===== config.mk =====
export PLATFORM = sky130hd
export DESIGN_NAME = atsc_task_file
export DESIGN_NICKNAME = d
export VERILOG_FILES = /design/src/logic/atsc_pkg.sv /design/src/logic/atsc_task_file.sv
export VERILOG_INCLUDE_DIRS = /design/src /design/src/logic
export SDC_FILE = /design/constraint.sdc
export NUM_CORES = 1
export LEC_CHECK = 0
export BUFFER_PORTS_ARGS = -buffer_cell sky130_fd_sc_hd__buf_4
export CORE_ASPECT_RATIO = 0.75
export CORE_MARGIN = 8
export CORE_UTILIZATION = 41
export CTS_CLUSTER_DIAMETER = 200
export DETAILED_ROUTE_END_ITERATION = 8
export PLACE_DENSITY = 0.67
export SLEW_MARGIN = 25
export SYNTH_ARGS = -nofsm -noshare
export SYNTH_HDL_FRONTEND = slang
export SYNTH_SLANG_ARGS = --single-unit

===== constraint.sdc =====
create_clock -name clk_in -period 3.9 [get_ports clk_in]
set_input_delay 0.585 -clock clk_in [delete_from_list [all_inputs] [get_ports clk_in]]
set_output_delay 0.585 -clock clk_in [all_outputs]
set_load 0.005 [all_outputs]

===== src/logic/atsc_defines.svh =====
/*
 * Register addresses, field positions and
 * reset values for the task-file status and control block.
 * Assumes the includer works in an 8-bit task-file data path.
 */
// Notes on behaviour
// - Drive/head bit 6 picks addressing: 0 cylinder/head/sector, 1 block.
// - Block address is head nibble, cylinder high and low, sector number.
// - Drive/head bits 3-0 hold the head number, bit 3 most significant.
// - Drive/head bit 4 selects unit; device answers only when it matches.
// - Reading the primary status clears the pending host interrupt.
// - Busy is set during internal work; other status bits then invalid.
// - Ready set with seek complete when requests accepted, else cleared.
// - After an error, ready holds its value until primary status is read.
// - Status bit 5 flags a write fault.
// - Status bit 4 flags seek complete.
// - Status bit 3 flags that data may move through the data register.
// - Status bit 2 flags a corrected data error.
// - Status bit 1 always reads zero.
// - Status bit 0 flags the last command ended in error.
// - Shadow status equals primary status and leaves the interrupt alone.
// - Host loads parameters while ready, then the command write starts work.
// - Writing one to control bit 2 soft-resets the disk control logic.
// - Interrupt pin driven when selected and either enabled or in memory mode, else high impedance.
// - Readback bits 5-2 are inverted head bits; bit 7 undriven, 6 unused.
// - Readback bit 1 low when unit 1 selected, bit 0 when unit 0 selected.
`ifndef ATSC_DEFINES_SVH
`define ATSC_DEFINES_SVH

// Address {cs2_n, cs1_n, a2, a1, a0}
`define ATSC_ADR_SECNUM 5'h13
`define ATSC_ADR_CYLLO 5'h14
`define ATSC_ADR_CYLHI 5'h15
`define ATSC_ADR_DRVHEAD 5'h16
`define ATSC_ADR_STATUS 5'h17
`define ATSC_ADR_SHADOW 5'h0e
`define ATSC_ADR_READBACK 5'h0f

`define ATSC_DH_LBA 6
`define ATSC_DH_UNIT 4
`define ATSC_DH_HEAD 3:0
`define ATSC_DC_SOFT_RESET_BIT 2
`define ATSC_DC_INTERRUPT_DISABLE_BIT 1

`define ATSC_DH_RESET 8'ha0
`define ATSC_DC_RESET 8'h08
`define ATSC_BYTE_ZERO 8'h00
`define ATSC_ONE_BIT 1'b1

`endif


===== src/logic/atsc_pkg.sv =====
/*
 * Types shared by the task-file status and control block.
 * Assumes the defines header is compiled alongside.
 */
package atsc_pkg;

    typedef struct packed {
        logic busy;
        logic ready;
        logic write_fault;
        logic seek_done;
        logic xfer_req;
        logic corrected;
        logic index;
        logic error;
    } atsc_status_s;

    typedef struct packed {
        logic ready;
        logic write_fault;
        logic seek_done;
        logic xfer_req;
        logic corrected;
        logic error;
    } atsc_engine_s;

    typedef enum logic [1:0] {
        ATSC_IDLE = 2'b01,
        ATSC_BUSY = 2'b10
    } atsc_state_e;

endpackage


===== src/logic/atsc_task_file.sv =====
/*
 * Drive/head, status, shadow status, command entry, device control
 * and legacy readback registers of the ATA task file.
 * Assumes host strobes arrive asynchronously and are synchronised here;
 * the command engine runs on clk_in and reports through engine_in.
 */
`timescale 1ns/1ps
`include "atsc_defines.svh"

module atsc_task_file
(
    input wire logic clk_in,
    input wire logic rst_n_in,
    input wire logic unit_identity_config_in,
    input wire logic memory_mode_in,
    input wire logic cs1_n_in,
    input wire logic cs2_n_in,
    input wire logic [2:0] addr_in,
    input wire logic rd_n_in,
    input wire logic wr_n_in,
    input wire logic [7:0] data_in,
    input wire logic [7:0] sector_number_in,
    input wire logic [7:0] cylinder_low_in,
    input wire logic [7:0] cylinder_high_in,
    input wire atsc_pkg::atsc_engine_s engine_in,
    input wire logic engine_done_in,
    input wire logic engine_irq_in,
    output logic [7:0] data_out,
    output logic data_oe_out,
    output logic readback_bit7_oe_out,
    output logic host_interrupt_pin_out,
    output logic host_interrupt_pin_oe_out,
    output logic block_address_mode_out,
    output logic [27:0] block_address_out,
    output logic [3:0] head_number_bits_out,
    output logic command_start_out,
    output logic [7:0] command_code_out,
    output logic soft_reset_out
);
    import atsc_pkg::*;

    // ****************************************************
    // Pin synchronisers and strobe edges
    // ****************************************************
    logic [9:0] pin_s1_r;
    logic [9:0] pin_s2_r;
    logic [9:0] pin_s3_r;
    logic [7:0] wdata_r;

    always_ff @(posedge clk_in or negedge rst_n_in)
    begin
        if (!rst_n_in)
        begin
            pin_s1_r <= 10'h3ff;
            pin_s2_r <= 10'h3ff;
            pin_s3_r <= 10'h3ff;
        end
        else
        begin
            pin_s1_r <= {cs2_n_in, cs1_n_in, addr_in, rd_n_in, wr_n_in,
                         unit_identity_config_in, memory_mode_in, 1'b1};
            pin_s2_r <= pin_s1_r;
            pin_s3_r <= pin_s2_r;
        end
    end

    logic [7:0] data_s1_r;

    always_ff @(posedge clk_in or negedge rst_n_in)
    begin
        if (!rst_n_in)
        begin
            data_s1_r <= `ATSC_BYTE_ZERO;
            wdata_r <= `ATSC_BYTE_ZERO;
        end
        else
        begin
            data_s1_r <= data_in;
            wdata_r <= data_s1_r;
        end
    end

    logic [4:0] adr;
    logic unit_cfg;
    logic mem_mode;
    logic rd_go;
    logic wr_go;
    logic rd_active;

    assign adr = pin_s2_r[9:5];
    assign unit_cfg = pin_s2_r[2];
    assign mem_mode = pin_s2_r[1];
    assign rd_active = !pin_s2_r[4];
    // Write takes effect on the trailing (rising) strobe edge
    assign wr_go = pin_s2_r[3] && !pin_s3_r[3];
    assign rd_go = !pin_s2_r[4] && pin_s3_r[4];

    // ****************************************************
    // Drive/head and device control registers
    // ****************************************************
    logic [7:0] drive_head_select_r;
    logic [7:0] interface_control_r;
    logic selected;

    // Bits 7 and 5 are kept as the host wrote them
    always_ff @(posedge clk_in or negedge rst_n_in)
    begin
        if (!rst_n_in)
            drive_head_select_r <= `ATSC_DH_RESET;
        else if (wr_go && adr == `ATSC_ADR_DRVHEAD)
            drive_head_select_r <= wdata_r;
    end

    // Bits 7-4 stored but never used
    always_ff @(posedge clk_in or negedge rst_n_in)
    begin
        if (!rst_n_in)
            interface_control_r <= `ATSC_DC_RESET;
        else if (wr_go && adr == `ATSC_ADR_SHADOW)
            interface_control_r <= wdata_r;
    end

    assign selected = drive_head_select_r[`ATSC_DH_UNIT] == unit_cfg;

    // ****************************************************
    // Command engine handshake and busy tracking
    // ****************************************************
    atsc_state_e state_r;
    logic cmd_go;
    logic soft_reset_bit_go;

    // Command write only taken by the selected unit
    assign cmd_go = wr_go && adr == `ATSC_ADR_STATUS && selected;
    assign soft_reset_bit_go = wr_go && adr == `ATSC_ADR_SHADOW
                     && wdata_r[`ATSC_DC_SOFT_RESET_BIT];

    always_ff @(posedge clk_in or negedge rst_n_in)
    begin
        if (!rst_n_in)
            state_r <= ATSC_IDLE;
        else if (cmd_go || soft_reset_bit_go)
            state_r <= ATSC_BUSY;
        else
        begin
            unique case (state_r)
                ATSC_IDLE: state_r <= ATSC_IDLE;
                ATSC_BUSY:
                    if (engine_done_in)
                        state_r <= ATSC_IDLE;
                default: state_r <= ATSC_IDLE;
            endcase
        end
    end

    always_ff @(posedge clk_in or negedge rst_n_in)
    begin
        if (!rst_n_in)
        begin
            command_start_out <= 1'b0;
            command_code_out <= `ATSC_BYTE_ZERO;
            soft_reset_out <= 1'b0;
        end
        else
        begin
            command_start_out <= cmd_go;
            soft_reset_out <= soft_reset_bit_go;
            if (cmd_go)
                command_code_out <= wdata_r;
        end
    end

    // ****************************************************
    // Status contents
    // ****************************************************
    atsc_status_s status_r;
    logic ready_hold_r;
    logic err_done;
    logic stat_rd;

    assign err_done = engine_done_in && engine_in.error;
    // Only a primary status read by the selected unit counts
    assign stat_rd = rd_go && adr == `ATSC_ADR_STATUS && selected;

    // Ready frozen after an error until primary status read
    always_ff @(posedge clk_in or negedge rst_n_in)
    begin
        if (!rst_n_in)
            ready_hold_r <= 1'b0;
        else if (err_done)
            ready_hold_r <= 1'b1;
        else if (stat_rd)
            ready_hold_r <= 1'b0;
    end

    always_ff @(posedge clk_in or negedge rst_n_in)
    begin
        if (!rst_n_in)
            status_r <= '0;
        else
        begin
            status_r.busy <= state_r == ATSC_BUSY;
            // Ready keeps its old value on the error completion edge too
            if (!ready_hold_r && !err_done)
                status_r.ready <= engine_in.ready;
            status_r.write_fault <= engine_in.write_fault;
            status_r.seek_done <= engine_in.seek_done;
            status_r.xfer_req <= engine_in.xfer_req;
            status_r.corrected <= engine_in.corrected;
            status_r.index <= 1'b0;
            status_r.error <= engine_in.error;
        end
    end

    // ****************************************************
    // Interrupt pin
    // ****************************************************
    logic irq_pend_r;

    always_ff @(posedge clk_in or negedge rst_n_in)
    begin
        if (!rst_n_in)
            irq_pend_r <= 1'b0;
        else if (engine_irq_in)
            irq_pend_r <= 1'b1;
        else if (stat_rd)
            irq_pend_r <= 1'b0;
    end

    always_ff @(posedge clk_in or negedge rst_n_in)
    begin
        if (!rst_n_in)
        begin
            host_interrupt_pin_out <= 1'b0;
            host_interrupt_pin_oe_out <= 1'b0;
        end
        else
        begin
            host_interrupt_pin_out <= irq_pend_r;
            host_interrupt_pin_oe_out <= selected && (mem_mode
                || !interface_control_r[`ATSC_DC_INTERRUPT_DISABLE_BIT]);
        end
    end

    // ****************************************************
    // Host read data and address outputs
    // ****************************************************
    logic [7:0] rd_mux;
    logic [7:0] readback;

    assign readback = {1'b0, 1'b1,
                       ~drive_head_select_r[`ATSC_DH_HEAD],
                       ~(selected && unit_cfg),
                       ~(selected && !unit_cfg)};

    always_comb
    begin
        rd_mux = `ATSC_BYTE_ZERO;
        if (adr == `ATSC_ADR_DRVHEAD)
            rd_mux = drive_head_select_r;
        else if (adr == `ATSC_ADR_STATUS || adr == `ATSC_ADR_SHADOW)
            rd_mux = status_r;
        else if (adr == `ATSC_ADR_READBACK)
            rd_mux = readback;
    end

    always_ff @(posedge clk_in or negedge rst_n_in)
    begin
        if (!rst_n_in)
        begin
            data_out <= `ATSC_BYTE_ZERO;
            data_oe_out <= 1'b0;
            readback_bit7_oe_out <= 1'b0;
        end
        else
        begin
            data_out <= rd_mux;
            data_oe_out <= rd_active && selected
                && (adr == `ATSC_ADR_DRVHEAD || adr == `ATSC_ADR_STATUS
                    || adr == `ATSC_ADR_SHADOW
                    || adr == `ATSC_ADR_READBACK);
            readback_bit7_oe_out <= 1'b0;
        end
    end

    always_ff @(posedge clk_in or negedge rst_n_in)
    begin
        if (!rst_n_in)
        begin
            block_address_mode_out <= 1'b0;
            block_address_out <= '0;
            head_number_bits_out <= 4'h0;
        end
        else
        begin
            block_address_mode_out <=
                drive_head_select_r[`ATSC_DH_LBA];
            block_address_out <= {drive_head_select_r[`ATSC_DH_HEAD],
                                  cylinder_high_in, cylinder_low_in,
                                  sector_number_in};
            head_number_bits_out <= drive_head_select_r[`ATSC_DH_HEAD];
        end
    end

endmodule


==> results.cfg <==
[cts]
ctsLongestPathBuffers = 2
htree_levels = 3
cts_sinks = 106
hold_buffers = 0
cts_setup_buffers = 0
clk_pin_slew_worst_paths_ps = 100
cts_buffers = 9
cts_resized = 0
cts_tree = built
cts_root_buf = clkbuf_8
clock_latency_ps = 360

[critical_path]
critical_path_required_ps = 4150
r2r_start = pin_s2_r[2]
crit_arrival_ps = 2340
regToRegSetupSlack_ps = 1820
path_class = register to register
slowest_stage = dfstp_2
slowest_delay_ps = 540
reg2reg_depth = 5
start_kind = register
cp_max_fo = 4
path_cells = inv_1 > ha_1 > or3b_2 > or3_1 > a22o_1
critPathCaptureType = register
r2r_end = ready_hold_r

[grt]
grt_max_degree = 45
track_usage_pct = 12.35
antenna_found_initial = 0
overflow = 0
grt_pass1_wl_microns = 10830
grt_pass1_vias = 2153

[floorplan]
dieHeight_microns = 95.21
rows = 29
io_pins = 106
die_area_sq_mm = 0.01158
die_x_microns = 121.6
start_util_pct = 41.45
core_area_sq_mm = 0.008273

[timing]
finClkSkew_ps = 7.862
relSlewSlack_pct = 55.78
setup_viol = 0
setup_tns_ps = 0
fin_crit_sh_pct = 53.44
hold_violations = 0
layout_setup_ws_ps = 1816
finalCriticalPeriod_ps = 2084
slew_viol_final = 0
worst_pin_slew_ps = 661.8
fmax_mhz = 479.8
rsz0062_at_grt = false

[synthesis]
yosysUniqueCellTypes = 36
syn-num-nets = 254
ys_seq_area_share_pct = 78.18
synth-edff-count = 0
avgSynthCellArea_sq_um = 17.06
synth.cell_area_sq_mm = 0.003430
yosysWarnings = 0
synth_cells = 201
synthArstFlopShare_pct = 100.0
synth_seq_cells = 106
synth_flop_cell = dfrtp_1

[drt]
wl_met3_microns = 559
wl_met2_microns = 3076
drcViolationCount = 0
drtIter0Drc = 77
routed.top_layer = met4
via_per_inst = 4.533
drtAntennaViolNets = 0
drtPass1Iterations = 4
drt-wirelength-per-cell_microns = 16.18
met1_length_microns = 3042
drt_wl_total_microns = 6765
vias = 1895

[place]
dp_hpwl_microns = 5018
gp_congestion = 0.7946
dp_slack_ps = 1834
numPortBuffers = 104
dp_cells = 402

[power_and_ir_drop]
comb_power_share_pct = 8.0
clkPwrFrac_pct = 36.3
seq_power_share_pct = 55.7
p_switching_uw = 458.9
power.internal_uw = 1732
sw_frac_of_total_pct = 20.95
leakage_uw = 0.002209
p_per_area_mw_per_mm2 = 483.9
vdd_ir_drop_max_v = 0.0002327

[finish]
antenna_cells = 0
multi_input_area_sq_um = 630.6
syn2layout_area_growth_pct = 32.00
final_cell_count_no_fill = 418
ff_latch_area_sq_mm = 0.002681
final_common_cell = buf_4
nets = 358
drive_above_1_share_pct = 54.19
fillers = 699
final_cell_mix = buf_4, dfrtp_1, dfstp_2

[min_path]
hp-class = primary input to asynchronous set/reset pin

[outcome]
status = completed

[job]
drv_cap = 0
## cell usage after synthesis, types with 4 or more instances
cell type / instances / area share, %
dfrtp_1: 83 / 61
dfstp_2: 23 / 18
mux2_2: 12 / 3.9
inv_1: 9 / 0.98
buf_4: 7 / 1.5
mux2_4: 7 / 3.1
a31oi_1: 5 / 0.91
nand3b_1: 5 / 1.1
nor3_1: 5 / 0.73
o2111ai_1: 5 / 1.3
clkbuf_1: 4 / 0.44
## cell type report
class / count / area share (%)
clock inverters: 6 / 2.488
repair buffers: 106 / 17.58
well taps: 108 / 2.985
inverters: 9 / 0.7463
clock buffers: 10 / 3.040
multi-input cells: 73 / 13.93
flip-flops and latches: 106 / 59.23
## kinds of logic (layout without fill, tap and decap cells)
group                      count (synthesis)  after routing  share of synthesized area [%]
buffers and inverters                     22            131                          3.429
adders and majority gates                  2              2                         0.7295
muxes                                     19             19                          7.005
AOI/OAI and AO/OA                         20             20                          4.086
DFF                                      106            106                          78.18
other                                      1              1                         0.1093
and+or+nand+nor                           31             31                          6.458
## state kept, by name, indices dropped and copies added (netlist names), 8 cells and up
name                 count
wdata_r                  8
data_s1_r                8
pin_s2_r                 9
pin_s1_r                 9
data_out                 8
command_code_out         8
block_address_out       26
drive_head_select_r      8
## worst max path at each step
stage          cells past startpoint        start  slack, ps                   to
6_report                           5  pin_s2_r[2]       1820         ready_hold_r
5_1_grt                            5  pin_s2_r[2]       1730         ready_hold_r
4_1_cts                            5  pin_s2_r[2]       1820         ready_hold_r
3_5_place_dp                       5  pin_s2_r[2]       1830         ready_hold_r
3_3_place_gp                       5  pin_s2_r[2]       1890         ready_hold_r
2_1_floorplan                      5  pin_s2_r[2]       1950  command_code_out[0]
## power by group through the flow
stage          logic (uW)  registers, uW  clock network, uW
5_1_grt               192           1230                870
6_report              174           1220                795
2_1_floorplan        60.6           1230                  0
3_5_place_dp          180           1240                  0
3_3_place_gp          177           1240                  0
4_1_cts               180           1220                829
## per-stage QoR
| stage | utilization, % | hold WS [ps] | instance area, sq um | power [uW] |
|---|---|---|---|---|
| floorplan | - | 289.4 | 3430 | 1288 |
| global placement | 51.69 | 333.5 | 4277 | 1416 |
| detailed placement | 51.69 | 335.5 | 4277 | 1422 |
| CTS | 54.72 | 52.66 | 4527 | 2232 |
| global route | 54.72 | 69.39 | 4527 | 2293 |
| finish | 54.72 | 73.70 | 4527 | 2190 |
## per-layer routing
layer | GRT usage, % | vias up
met2 | 18.39 | 72
li1 | - | 881
met1 | 15.42 | 932
met4 | 4.299 | 0
met3 | 6.095 | 10
met5 | 0 | -
## worst max-delay path, delay by kind of cell, from the launching register on
kind,cells,cell delay (ps)
compound gates,1,220
fa+ha+maj,1,330
buf+inv,1,40
flops,1,540
simple gates,2,850
Note: power is estimated with default switching activity, not from simulation.
